**src/common/ppm_pkg.sv**
```systemverilog
// Shared constants and types for the peripheral pin multiplexer
package ppm_pkg;

    localparam int PIN_N = 16;
    typedef logic [PIN_N-1:0] ppm_pins_t;

    // Register byte offsets
    localparam logic [7:0] ADR_DIR  = 8'h00;
    localparam logic [7:0] ADR_OUT  = 8'h04;
    localparam logic [7:0] ADR_IN   = 8'h08;
    localparam logic [7:0] ADR_FUNC = 8'h0C;
    localparam logic [7:0] ADR_MODE = 8'h10;

    // Values after reset
    localparam ppm_pins_t DIR_RST  = 16'h0F00;
    localparam ppm_pins_t OUT_RST  = 16'h0000;
    localparam ppm_pins_t FUNC_RST = 16'hFFFF;
    localparam ppm_pins_t MODE_RST = 16'h0000;
    localparam ppm_pins_t SYNC_RST = 16'hFFFF;
    localparam logic      PER_IDLE = 1'b1;

    // Pin positions of the shared functions
    localparam int PIN_DMA1 = 0;
    localparam int PIN_DMA0 = 1;
    localparam int PIN_TMR  = 2;
    localparam int PIN_TX1  = 3;
    localparam int PIN_RX1  = 4;
    localparam int PIN_TX0  = 5;
    localparam int PIN_RX0  = 6;
    localparam int PIN_MISO = 7;
    localparam int PIN_SS   = 8;
    localparam int PIN_SCK  = 9;
    localparam int PIN_MOSI = 10;
    localparam int PIN_GNT1 = 11;
    localparam int PIN_RTS0 = 12;
    localparam int PIN_DTR0 = 13;
    localparam int PIN_DSR0 = 14;
    localparam int PIN_CTS0 = 15;

    // Cycle counts
    localparam int SYNC_CYC = 2;
    localparam int ACK_CYC  = 1;

endpackage : ppm_pkg

```
**src/common/ppm_pad_if.sv**
```systemverilog
// Bundle between the pin multiplexer core and its pad bank
`timescale 1ns/1ps
interface ppm_pad_if;
    ppm_pkg::ppm_pins_t dir;
    ppm_pkg::ppm_pins_t gpio_out;
    ppm_pkg::ppm_pins_t per_out;
    ppm_pkg::ppm_pins_t per_sel;
    ppm_pkg::ppm_pins_t oe_block;
    ppm_pkg::ppm_pins_t pin_sync;

    modport core (
        output dir,
        output gpio_out,
        output per_out,
        output per_sel,
        output oe_block,
        input  pin_sync
    );

    modport pad (
        input  dir,
        input  gpio_out,
        input  per_out,
        input  per_sel,
        input  oe_block,
        output pin_sync
    );
endinterface : ppm_pad_if

```
**src/design/ppm_pad_bank.sv**
```systemverilog
// Pad bank: input synchroniser and registered pin drive
`timescale 1ns/1ps
module ppm_pad_bank (
    // Clock and reset
    input  wire logic             ref_clk,
    input  wire logic             rst,
    // Core side
    ppm_pad_if.pad                padi,
    // Pins
    input  wire ppm_pkg::ppm_pins_t pio_in,
    output ppm_pkg::ppm_pins_t      pio_out,
    output ppm_pkg::ppm_pins_t      pio_oe
);
    import ppm_pkg::*;

    ppm_pins_t meta;

    // Two-flop synchroniser
    always_ff @(posedge ref_clk) begin
        if (rst) begin
            meta          <= SYNC_RST;
            padi.pin_sync <= SYNC_RST;
        end else begin
            meta          <= pio_in;
            padi.pin_sync <= meta;
        end
    end

    // Output value: peripheral or general purpose
    always_ff @(posedge ref_clk) begin
        if (rst) begin
            pio_out <= OUT_RST;
        end else begin
            pio_out <= (padi.per_sel & padi.per_out) | (~padi.per_sel & padi.gpio_out);
        end
    end

    // Output enable per pin
    always_ff @(posedge ref_clk) begin
        if (rst) begin
            pio_oe <= DIR_RST;
        end else begin
            pio_oe <= padi.dir & ~padi.oe_block;
        end
    end

    sync_lat_a: assert property (@(posedge ref_clk) disable iff (rst)
        !$past(rst, 2) |-> padi.pin_sync == $past(pio_in, 2))
        else $error("pin input not seen two cycles later");

    gate_oe_a: assert property (@(posedge ref_clk) disable iff (rst)
        padi.oe_block[PIN_TMR] |=> !pio_oe[PIN_TMR])
        else $error("timer pin driven in gate mode");

    wrap_out_a: assert property (@(posedge ref_clk) disable iff (rst)
        padi.per_sel[PIN_TMR] ##1 padi.per_sel[PIN_TMR]
        |-> pio_out[PIN_TMR] == $past(padi.per_out[PIN_TMR]))
        else $error("timer wrap level not on pin");
endmodule : ppm_pad_bank

```
**src/design/ppm_pin_mux.sv**
```systemverilog
// Peripheral pin multiplexer with classic Wishbone register slave
`timescale 1ns/1ps
module ppm_pin_mux (
    // Clock and reset
    input  wire logic               ref_clk,
    input  wire logic               rst,
    // Wishbone slave
    input  wire logic               wb_cyc_i,
    input  wire logic               wb_stb_i,
    input  wire logic               wb_we_i,
    input  wire logic [7:0]         wb_adr_i,
    input  wire logic [3:0]         wb_sel_i,
    input  wire logic [31:0]        wb_dat_i,
    output logic      [31:0]        wb_dat_o,
    output logic                    wb_ack_o,
    // Programmable pins
    input  wire ppm_pkg::ppm_pins_t pio_in,
    output ppm_pkg::ppm_pins_t      pio_out,
    output ppm_pkg::ppm_pins_t      pio_oe,
    // DMA engine
    output logic      [1:0]         dma_ready_n,
    output logic      [1:0]         dma_done_n,
    // Timer
    input  wire logic               timer_wrap_out_n,
    output logic                    timer_gate_n,
    // UART channels
    input  wire logic [1:0]         uart_tx,
    output logic      [1:0]         uart_rx,
    output logic                    uart_cts_n,
    output logic                    uart_dsr_n,
    input  wire logic               uart_dtr_n,
    input  wire logic               uart_rts_n,
    // Serial port
    input  wire logic               spi_mosi,
    input  wire logic               spi_sck,
    input  wire logic               spi_ss_n,
    output logic                    spi_miso,
    // PCI grant line 1
    input  wire logic               pci_gnt1_n
);
    import ppm_pkg::*;

    typedef enum logic [1:0] {
        WB_IDLE = 2'b01,
        WB_ACK  = 2'b10
    } ppm_wb_e;

    ppm_wb_e     state;
    ppm_wb_e     next_state;
    logic        req;
    logic        wr_en;
    ppm_pins_t   dir;
    ppm_pins_t   gpio_out;
    ppm_pins_t   func;
    ppm_pins_t   mode;
    ppm_pins_t   per_out;
    ppm_pins_t   oe_block;
    logic [31:0] next_dat;

    ppm_pad_if padc ();

    // Byte-lane merge of a 16-bit register
    function automatic ppm_pins_t merge16(
        input ppm_pins_t   old,
        input logic [31:0] d,
        input logic [3:0]  s
    );
        ppm_pins_t r;
        r       = old;
        if (s[0]) begin
            r[7:0] = d[7:0];
        end
        if (s[1]) begin
            r[15:8] = d[15:8];
        end
        return r;
    endfunction : merge16

    // Write strobe for one register offset
    function automatic logic wr_at(
        input logic       en,
        input logic [7:0] adr,
        input logic [7:0] target
    );
        return en && (adr == target);
    endfunction : wr_at

    // Bus request and write strobe
    assign req      = wb_cyc_i && wb_stb_i;
    assign wr_en    = req && wb_we_i && (state == WB_ACK);
    assign wb_ack_o = (state == WB_ACK);

    // Bus state
    always_comb begin
        next_state = state;
        case (state)
            WB_IDLE: begin
                if (req) begin
                    next_state = WB_ACK;
                end
            end
            WB_ACK: begin
                next_state = WB_IDLE;
            end
            default: begin
                next_state = WB_IDLE;
            end
        endcase
    end

    always_ff @(posedge ref_clk) begin
        if (rst) begin
            state <= WB_IDLE;
        end else begin
            state <= next_state;
        end
    end

    // Read data mux, unmapped reads zero
    always_comb begin
        next_dat = 32'h0000_0000;
        case (wb_adr_i)
            ADR_DIR: begin
                next_dat[15:0] = dir;
            end
            ADR_OUT: begin
                next_dat[15:0] = gpio_out;
            end
            ADR_IN: begin
                next_dat[15:0] = padc.pin_sync;
            end
            ADR_FUNC: begin
                next_dat[15:0] = func;
            end
            ADR_MODE: begin
                next_dat[15:0] = mode;
            end
            default: begin
                next_dat = 32'h0000_0000;
            end
        endcase
    end

    always_ff @(posedge ref_clk) begin
        if (rst) begin
            wb_dat_o <= 32'h0000_0000;
        end else if (state == WB_IDLE && req && !wb_we_i) begin
            wb_dat_o <= next_dat;
        end
    end

    // Direction register
    always_ff @(posedge ref_clk) begin
        if (rst) begin
            dir <= DIR_RST;
        end else if (wr_at(wr_en, wb_adr_i, ADR_DIR)) begin
            dir <= merge16(dir, wb_dat_i, wb_sel_i);
        end
    end

    // General purpose output data
    always_ff @(posedge ref_clk) begin
        if (rst) begin
            gpio_out <= OUT_RST;
        end else if (wr_at(wr_en, wb_adr_i, ADR_OUT)) begin
            gpio_out <= merge16(gpio_out, wb_dat_i, wb_sel_i);
        end
    end

    // Function select, one means peripheral
    always_ff @(posedge ref_clk) begin
        if (rst) begin
            func <= FUNC_RST;
        end else if (wr_at(wr_en, wb_adr_i, ADR_FUNC)) begin
            func <= merge16(func, wb_dat_i, wb_sel_i);
        end
    end

    // Alternate select, one means second function
    always_ff @(posedge ref_clk) begin
        if (rst) begin
            mode <= MODE_RST;
        end else if (wr_at(wr_en, wb_adr_i, ADR_MODE)) begin
            mode <= merge16(mode, wb_dat_i, wb_sel_i);
        end
    end

    // Peripheral values toward the pins
    always_comb begin
        per_out           = {PIN_N{PER_IDLE}};
        per_out[PIN_TMR]  = timer_wrap_out_n;
        per_out[PIN_TX1]  = uart_tx[1];
        per_out[PIN_TX0]  = uart_tx[0];
        per_out[PIN_SS]   = spi_ss_n;
        per_out[PIN_SCK]  = spi_sck;
        per_out[PIN_MOSI] = spi_mosi;
        per_out[PIN_GNT1] = pci_gnt1_n;
        per_out[PIN_RTS0] = uart_rts_n;
        per_out[PIN_DTR0] = uart_dtr_n;
    end

    // Gate mode never drives the timer pin
    always_comb begin
        oe_block          = '0;
        oe_block[PIN_TMR] = func[PIN_TMR] && mode[PIN_TMR];
    end

    assign padc.dir      = dir;
    assign padc.gpio_out = gpio_out;
    assign padc.per_out  = per_out;
    assign padc.per_sel  = func & ~oe_block;
    assign padc.oe_block = oe_block;

    ppm_pad_bank u_pad (
        .ref_clk (ref_clk),
        .rst     (rst),
        .padi    (padc.pad),
        .pio_in  (pio_in),
        .pio_out (pio_out),
        .pio_oe  (pio_oe)
    );

    // DMA request and done inputs, idle high when unselected
    always_ff @(posedge ref_clk) begin
        if (rst) begin
            dma_ready_n <= {2{PER_IDLE}};
            dma_done_n  <= {2{PER_IDLE}};
        end else begin
            dma_ready_n[0] <= (func[PIN_DMA0] && !mode[PIN_DMA0])
                              ? padc.pin_sync[PIN_DMA0] : PER_IDLE;
            dma_done_n[0]  <= (func[PIN_DMA0] && mode[PIN_DMA0])
                              ? padc.pin_sync[PIN_DMA0] : PER_IDLE;
            dma_ready_n[1] <= (func[PIN_DMA1] && !mode[PIN_DMA1])
                              ? padc.pin_sync[PIN_DMA1] : PER_IDLE;
            dma_done_n[1]  <= (func[PIN_DMA1] && mode[PIN_DMA1])
                              ? padc.pin_sync[PIN_DMA1] : PER_IDLE;
        end
    end

    // Timer gate input
    always_ff @(posedge ref_clk) begin
        if (rst) begin
            timer_gate_n <= PER_IDLE;
        end else begin
            timer_gate_n <= oe_block[PIN_TMR]
                            ? padc.pin_sync[PIN_TMR] : PER_IDLE;
        end
    end

    // UART receive and modem inputs
    always_ff @(posedge ref_clk) begin
        if (rst) begin
            uart_rx    <= {2{PER_IDLE}};
            uart_cts_n <= PER_IDLE;
            uart_dsr_n <= PER_IDLE;
        end else begin
            uart_rx[0] <= func[PIN_RX0] ? padc.pin_sync[PIN_RX0] : PER_IDLE;
            uart_rx[1] <= func[PIN_RX1] ? padc.pin_sync[PIN_RX1] : PER_IDLE;
            uart_cts_n <= func[PIN_CTS0] ? padc.pin_sync[PIN_CTS0] : PER_IDLE;
            uart_dsr_n <= func[PIN_DSR0] ? padc.pin_sync[PIN_DSR0] : PER_IDLE;
        end
    end

    // Serial data-in
    always_ff @(posedge ref_clk) begin
        if (rst) begin
            spi_miso <= PER_IDLE;
        end else begin
            spi_miso <= func[PIN_MISO] ? padc.pin_sync[PIN_MISO] : PER_IDLE;
        end
    end

    ack_pulse_a: assert property (@(posedge ref_clk) disable iff (rst)
        (req && !wb_ack_o) |=> wb_ack_o ##1 !wb_ack_o)
        else $error("ack not a single cycle answer");

    dir_write_a: assert property (@(posedge ref_clk) disable iff (rst)
        (wr_en && wb_adr_i == ADR_DIR && wb_sel_i[1:0] == 2'b11)
        |=> dir == $past(wb_dat_i[15:0]))
        else $error("direction write lost");

    reset_dir_a: assert property (@(posedge ref_clk) disable iff (rst)
        $fell(rst) |-> dir == 16'h0F00 && func == 16'hFFFF)
        else $error("reset direction wrong");

    tx_reset_a: assert property (@(posedge ref_clk) disable iff (rst)
        $fell(rst) |-> !pio_oe[PIN_TX0] && !pio_oe[PIN_TX1])
        else $error("transmit pin driven after reset");

    ready_route_a: assert property (@(posedge ref_clk) disable iff (rst)
        (func[PIN_DMA0] && !mode[PIN_DMA0])
        |=> dma_ready_n[0] == $past(padc.pin_sync[PIN_DMA0]) && dma_done_n[0])
        else $error("channel 0 ready not routed");

    done_route_a: assert property (@(posedge ref_clk) disable iff (rst)
        (func[PIN_DMA1] && mode[PIN_DMA1])
        |=> dma_done_n[1] == $past(padc.pin_sync[PIN_DMA1]) && dma_ready_n[1])
        else $error("channel 1 done not routed");

    gate_route_a: assert property (@(posedge ref_clk) disable iff (rst)
        (func[PIN_TMR] && mode[PIN_TMR])
        |=> timer_gate_n == $past(padc.pin_sync[PIN_TMR]))
        else $error("timer gate not routed");

    rx_route_a: assert property (@(posedge ref_clk) disable iff (rst)
        func[PIN_RX0] ##1 (func[PIN_RX0] && !$past(rst, 2) && !$past(rst, 3))
        |-> uart_rx[0] == $past(pio_in[PIN_RX0], 3))
        else $error("receive 0 not routed");

    modem_route_a: assert property (@(posedge ref_clk) disable iff (rst)
        func[PIN_CTS0] |=> uart_cts_n == $past(padc.pin_sync[PIN_CTS0]))
        else $error("clear-to-send not routed");

    read_in_a: assert property (@(posedge ref_clk) disable iff (rst)
        (wb_ack_o && !wb_we_i && wb_adr_i == ADR_IN)
        |-> wb_dat_o == {16'h0000, $past(padc.pin_sync)})
        else $error("input register read wrong");
endmodule : ppm_pin_mux

```
**config.mk**
```make
export PLATFORM = sky130hd
export DESIGN_NAME = ppm_pin_mux
export DESIGN_NICKNAME = d
export VERILOG_FILES = /design/src/common/ppm_pkg.sv /design/src/common/ppm_pad_if.sv /design/src/design/ppm_pad_bank.sv /design/src/design/ppm_pin_mux.sv
export SDC_FILE = /design/constraint.sdc
export NUM_CORES = 1
export LEC_CHECK = 0
export BUFFER_PORTS_ARGS = -buffer_cell sky130_fd_sc_hd__buf_2
export CORE_MARGIN = 4
export CORE_UTILIZATION = 49
export CTS_BUF_LIST = sky130_fd_sc_hd__clkbuf_2
export DETAILED_ROUTE_END_ITERATION = 6
export PLACE_DENSITY = 0.85
export SKIP_CTS_REPAIR_TIMING = 1
export SLEW_MARGIN = 25
export SYNTH_ARGS = -nofsm -noshare
export SYNTH_HDL_FRONTEND = slang
export SYNTH_SLANG_ARGS = --single-unit
```
**constraint.sdc**
```tcl
create_clock -name ref_clk -period 1.9 [get_ports ref_clk]
set_input_delay 0.095 -clock ref_clk [delete_from_list [all_inputs] [get_ports ref_clk]]
set_output_delay 0.095 -clock ref_clk [all_outputs]
set_load 0.05 [all_outputs]
```
=== After elaboration in Yosys (flattened, before gate mapping) ===
Cells that the tools add are included.

* Flip-flop bits (word level): 156
* Input bits: 74
* Word-level logic and storage cells: 86

* Eq/ne operators: 6
* Mux-type cells: 1
* Bitwise gates (word level): 18
* Reductions and logical operators: 37

{| class="wikitable"
|+ Operators by type and width
! cell !! number
|-
| one-hot mux 16 bit (5 select lines) || 1
|-
| AND 16 bit || 4
|-
| OR reduction 2 bit || 11
|-
| == test 8 x 4 -> 1 bit (second input constant) || 2
|-
| NOT 16 bit || 1
|-
| NOT 3 -> 16 bit || 1
|-
| OR 16 bit || 1
|-
| AND reduction 2 bit || 8
|-
| logical AND 1 bit || 14
|-
| NOT 1 bit || 11
|-
| == test 8 x 3 -> 1 bit (second input constant) || 1
|-
| == test 8 x 5 -> 1 bit (second input constant) || 1
|-
| logical NOT 8 bit || 1
|-
| logical NOT 1 bit || 3
|-
| == test 2 x 1 -> 1 bit (second input constant) || 1
|-
| == test 2 bit (second input constant) || 1
|}

=== Longest topological paths before layout ===
* Depth in word-level cells: 6
* Depth in mapped cells: 7
* Gate-level depth less buffers: 4

=== Cells and area by module ===
A second synthesis with hierarchy kept.

* Cell total of the unflattened synthesis: 591
* Area, all modules: 6175.9 um2

{| class="wikitable"
|+ By module, submodules not included
! module !! instances !! cells each !! area each (um2) !! seq. area each (um2)
|-
| ppm_pin_mux || 1 || 436 || 4261.6 || 1841.8
|-
| ppm_pad_bank || 1 || 155 || 1914.3 || 1281.2
|}

=== Least setup slack after synthesis ===
Ideal clock, no wire load.

* Path type: input -> register
* Start: input port wb_adr_i[3]
* End: register dir[13]
* Library setup time: 128 ps
* Arrival: 1656 ps
* Path slack: 117 ps
* Stages: 7
* Path buffers: 3
* Cells stage by stage: buf_6 > or4_4 > buf_6 > nor4_2 > buf_2 > mux2i_1 > nor2_1

* Cells in the longest elaborated chain, start to end: 3

{| class="wikitable"
|+ Ends and longest elaborated chain
! element !! RTL line !! text
|-
| start: declaration || ppm_pin_mux.sv:11 || <nowiki>input wire logic [7:0] wb_adr_i,</nowiki>
|-
| logical NOT 8 bit || ppm_pin_mux.sv:85 || <nowiki>return en && (adr == target);</nowiki>
|-
| logical AND 1 bit || ppm_pin_mux.sv:85 ||
|-
| AND reduction 2 bit (no line) || n/a ||
|-
| end signal: assignment || ppm_pin_mux.sv:157 || <nowiki>dir <= merge16(dir, wb_dat_i, wb_sel_i);</nowiki>
|-
| end: declaration || ppm_pin_mux.sv:52 || <nowiki>ppm_pins_t dir;</nowiki>
|}

No other way between the ends.
A chain may end at the register's enable or synchronous reset.

=== Worst setup path in the final report ===
* Start: register state[0]
* End: register dir[15]

* Cells in the longest elaborated chain, start to end: 4

{| class="wikitable"
|+ Ends and longest elaborated chain
! element !! RTL line !! text
|-
| start: declaration || ppm_pin_mux.sv:48 || <nowiki>ppm_wb_e state;</nowiki>
|-
| start signal: assignment || ppm_pin_mux.sv:115 || <nowiki>state <= next_state;</nowiki>
|-
| == test 2 bit || ppm_pin_mux.sv:90 || <nowiki>assign wr_en = req && wb_we_i && (state == WB_ACK);</nowiki>
|-
| logical AND 1 bit || ppm_pin_mux.sv:90 ||
|-
| logical AND 1 bit || ppm_pin_mux.sv:85 ||
|-
| AND reduction 2 bit (no line) || n/a ||
|}

No other way between the ends.

==> metrics.log <==
[metrics] outcome: complete, no violations
[metrics] unrepaired setup endpoints after global routing: false
[metrics] R2R cell count: 6
[metrics] Top Usage Layer GRT: met2
[metrics] Final Critical Period: 1750 ps
[metrics] number of maximum-capacitance constraint violations: 0
[metrics] Cell Rows: 39
[metrics] Cell Area, Placed: 6570 sq um
[metrics] Die Footprint: between 10,000 and 15,000 sq um
[metrics] sequential element share of the synthesized area: 0.541
[metrics] reg-to-reg setup timing slack: 150 ps
[metrics] crit path buf inv count: 2
[metrics] worst vdd ir: about 0.36 mV
[metrics] fraction of met2 tracks used by global routing: 0.341
[metrics] total standard cell area after synthesis: 5770 sq um
[metrics] Synth top area share: 0.541
[metrics] post-synth top area cell: sky130_fd_sc_hd__dfxtp_1
[metrics] Clock Pin Slew Worst Setup and Hold Paths: 230 ps
[metrics] data arrival at the endpoint of the critical path: 2390 ps
[metrics] Synth Warn #: 0
[metrics] HP Class: input port to flip-flop
[metrics] worst endpoint required time: 2540 ps
[metrics] startpoint of the worst hold path: pio_in[13]
[metrics] Detailed Place HPWL: roughly 10,000 microns
[metrics] largest net degree at the start of global routing: between 40 and 50
[metrics] crit end category: flip-flop
[metrics] area growth from synthesis to layout: 28.3%
[metrics] Die Y: between 100 and 150 microns
[metrics] maximum cell stage delay along the critical path: 390 ps
[metrics] die boundary width: 117 microns
[metrics] number of H-tree branching levels: 4
[metrics] area of all placed cells without fillers: 7400 sq um
[metrics] count of cells along the worst hold path: 3
[metrics] GRT met1 Usage: 0.278
[metrics] worst hold slack: 61.3 ps
[metrics] final core utilization: 0.646
[metrics] I/O Buffers: 114
[metrics] grt met3 use: 0.0668
[metrics] root buffer selected by CTS: sky130_fd_sc_hd__clkbuf_2
[metrics] via count of the first global-routing pass: roughly 4,500
[metrics] async set-reset flop share out of synthesis: 0
[metrics] Logic pwr share: 0.103
[metrics] ratio of total power to cell area: between 700 and 800 nW/um^2
[metrics] Clk network pwr share: 0.304
[metrics] count of flip-flops with a built-in enable after synthesis: 0
[metrics] Netlist cell types: 37
[metrics] wire length after detailed routing: 15,500 microns
[metrics] final-layout fill cell count: 905
[metrics] worst-case clock buffer depth: 2
[metrics] Post-Syn Area per Cell: 10.3 sq um
[metrics] number of DRC violations after detailed-routing iteration 0: 472
[metrics] number of endpoints with negative hold slack in the final report: 0
[metrics] count of inserted antenna diode cells: 0
[metrics] sequential fraction of design power: 0.593
[metrics] ys flop type: sky130_fd_sc_hd__dfxtp_1
[metrics] Crit Path Max Fanout: 12
[metrics] slowest cell on the critical path: sky130_fd_sc_hd__dfxtp_1
[metrics] remaining global-route overflow: 0
[metrics] post-detailed-route wirelength per cell: 17.1 microns
[metrics] Std-Cell Core Area: 11,500 sq um
[metrics] first-pass iteration count of the detailed router: 5
[metrics] Sum Neg Setup Slack: 0 ps
[metrics] routability congestion estimate from global placement: 0.952
[metrics] total placed cells including tap cells: a little over 800
[metrics] final setup violation count: 0
[metrics] Initial Util: 0.503
[metrics] Post-synth top cells: 156 x sky130_fd_sc_hd__dfxtp_1, 83 x sky130_fd_sc_hd__nor2_1, 51 x sky130_fd_sc_hd__mux2i_1
[metrics] fraction of layout instances using a drive strength above 1: 0.308
[metrics] worst setup path category: flip-flop to flip-flop
[metrics] Finished Layout Cells: 902
[metrics] number of pins exceeding their max-slew limit in the final report: 0
[metrics] clk sinks: 156
[metrics] clock tree from TritonCTS: yes
[metrics] number of nets with antenna violations after routing: 0
[metrics] setup skew after layout: between 20 and 30 ps
[metrics] final critical-path share of the clock period: 0.919
[metrics] aggregate global-route resource usage: 0.215
[metrics] worst hold endpoint: u_pad.meta[13]
[metrics] maximum achievable frequency: 572 MHz
[metrics] net switching component of the power: 1.60 mW
[metrics] TritonCTS Buffers: 17
[metrics] Lkg Pwr: 3.29 nW
[metrics] reg-to-reg critical path endpoint: dir[15]
[metrics] boundary pin count: 149
[metrics] launch point of the worst reg-to-reg path: state[0]
[metrics] main area contributors after synthesis: sky130_fd_sc_hd__dfxtp_1 54%, sky130_fd_sc_hd__mux2i_1 8.8%, sky130_fd_sc_hd__nor2_1 5.4%
[metrics] number of antenna violations at the first check in global routing: 0
[metrics] net total in the final layout: 820
[metrics] Crit path top cell by count: sky130_fd_sc_hd__buf_4
[metrics] via density per instance: roughly 5.5
[metrics] category of the worst setup path launch point: flip-flop
[metrics] global-route wire length before repair: 22,600 microns
[metrics] Synth Register Bits: 156
[metrics] CP delay by family, top: simple AND/OR/NAND/NOR gates
[metrics] internal portion of total power: 4.06 mW
[metrics] count leader, synth: sky130_fd_sc_hd__dfxtp_1
[metrics] cell count after synthesis: about 560
[metrics] vias post-DR: 4,922
[metrics] remaining routing DRC violations: 0
[metrics] clock insertion delay at the later pin of the skew report: between 700 and 800 ps
[metrics] switching power as a share of total power: 0.283
[metrics] sequence of cells on the critical path: nand4b_1 > buf_4 > nor4_2 > buf_4 > mux2i_1 > nor2_1
## per-stage QoR
stage | setup slack (ps) | total power, mW
3_5_place_dp | 22.5 | 3.89
3_3_place_gp | 56.5 | 3.88
2_1_floorplan | 117 | 3.75
4_1_cts | 174 | 5.57
5_1_grt | 64.2 | 5.87
6_report | 153 | 5.66
## worst reg2reg max path, cell delays in order, from the launching register on
cell,delay [ps]
sky130_fd_sc_hd__dfxtp_1,390
sky130_fd_sc_hd__nand4b_1,180
sky130_fd_sc_hd__buf_4,210
sky130_fd_sc_hd__nor4_2,300
sky130_fd_sc_hd__buf_4,260
sky130_fd_sc_hd__mux2i_1,260
sky130_fd_sc_hd__nor2_1,60
## kinds of logic after synthesis
kind of cell / Yosys count / share of synthesized area
mux: 67 / 0.120
buf+inv: 63 / 0.0551
simple gates: 167 / 0.165
flops: 156 / 0.541
other cells: 1 / 0.000650
compound gates: 104 / 0.119
## layout by cell type (no fill, tap or decap), types with 4 or more instances in the layout
cell                            netlist  routed
sky130_fd_sc_hd__dfxtp_1            156     156
sky130_fd_sc_hd__buf_2                5     113
sky130_fd_sc_hd__nor2_1              83      83
sky130_fd_sc_hd__dlygate4sd3_1        0      61
sky130_fd_sc_hd__mux2i_1             51      51
sky130_fd_sc_hd__or2_2               36      36
sky130_fd_sc_hd__a22oi_1             32      32
sky130_fd_sc_hd__buf_4               16      28
sky130_fd_sc_hd__clkbuf_2             0      17
sky130_fd_sc_hd__mux2_2              16      16
sky130_fd_sc_hd__o22ai_1             16      16
sky130_fd_sc_hd__a21o_1              16      16
sky130_fd_sc_hd__conb_1               1      16
sky130_fd_sc_hd__o21ai_0             14      14
sky130_fd_sc_hd__inv_1               13      13
sky130_fd_sc_hd__nor2b_1             12      12
sky130_fd_sc_hd__a31oi_1             12      12
sky130_fd_sc_hd__a21oi_1             10      10
sky130_fd_sc_hd__nor4_4               5       6
sky130_fd_sc_hd__or3_1                5       5
sky130_fd_sc_hd__inv_6                0       5
sky130_fd_sc_hd__a211oi_1             4       4
## power by group through the flow
stage	sequential (mW)	clock, mW	combinational, mW
2_1_floorplan	3.49	0	0.257
3_3_place_gp	3.41	0	0.464
3_5_place_dp	3.42	0	0.477
4_1_cts	3.35	1.74	0.478
5_1_grt	3.36	1.89	0.621
6_report	3.35	1.72	0.584
## cell type report
| cell class | instances | area, sq um | share of cell area |
|---|---|---|---|
| clock buffer | 17 | 85.1 | 0.0115 |
| multi-input combinational | 354 | 2400 | 0.324 |
| inverter | 13 | 48.8 | 0.00659 |
| clock inverter | 15 | 139 | 0.0188 |
| timing repair buffer | 204 | 1430 | 0.193 |
| tap | 143 | 179 | 0.0242 |
| sequential | 156 | 3120 | 0.422 |
## worst max-delay path by stage
stage                      from           to  slack (ps)  depth (start not counted)
finish                 state[0]      dir[15]         150                          6
global route           state[0]      dir[15]          60                          6
CTS                    state[0]      dir[15]         170                          6
detailed placement  wb_adr_i[5]  gpio_out[6]          20                          6
global placement    wb_adr_i[5]  gpio_out[1]          60                          6
floorplan           wb_adr_i[3]      dir[13]         120                          7
## layer usage
layer	wire length, microns	up-vias
li1	-	2282
met5	0	-
met1	6290	2325
met3	1580	30
met4	317	0
met2	7270	285
Note: power is estimated with default switching activity, not from simulation.
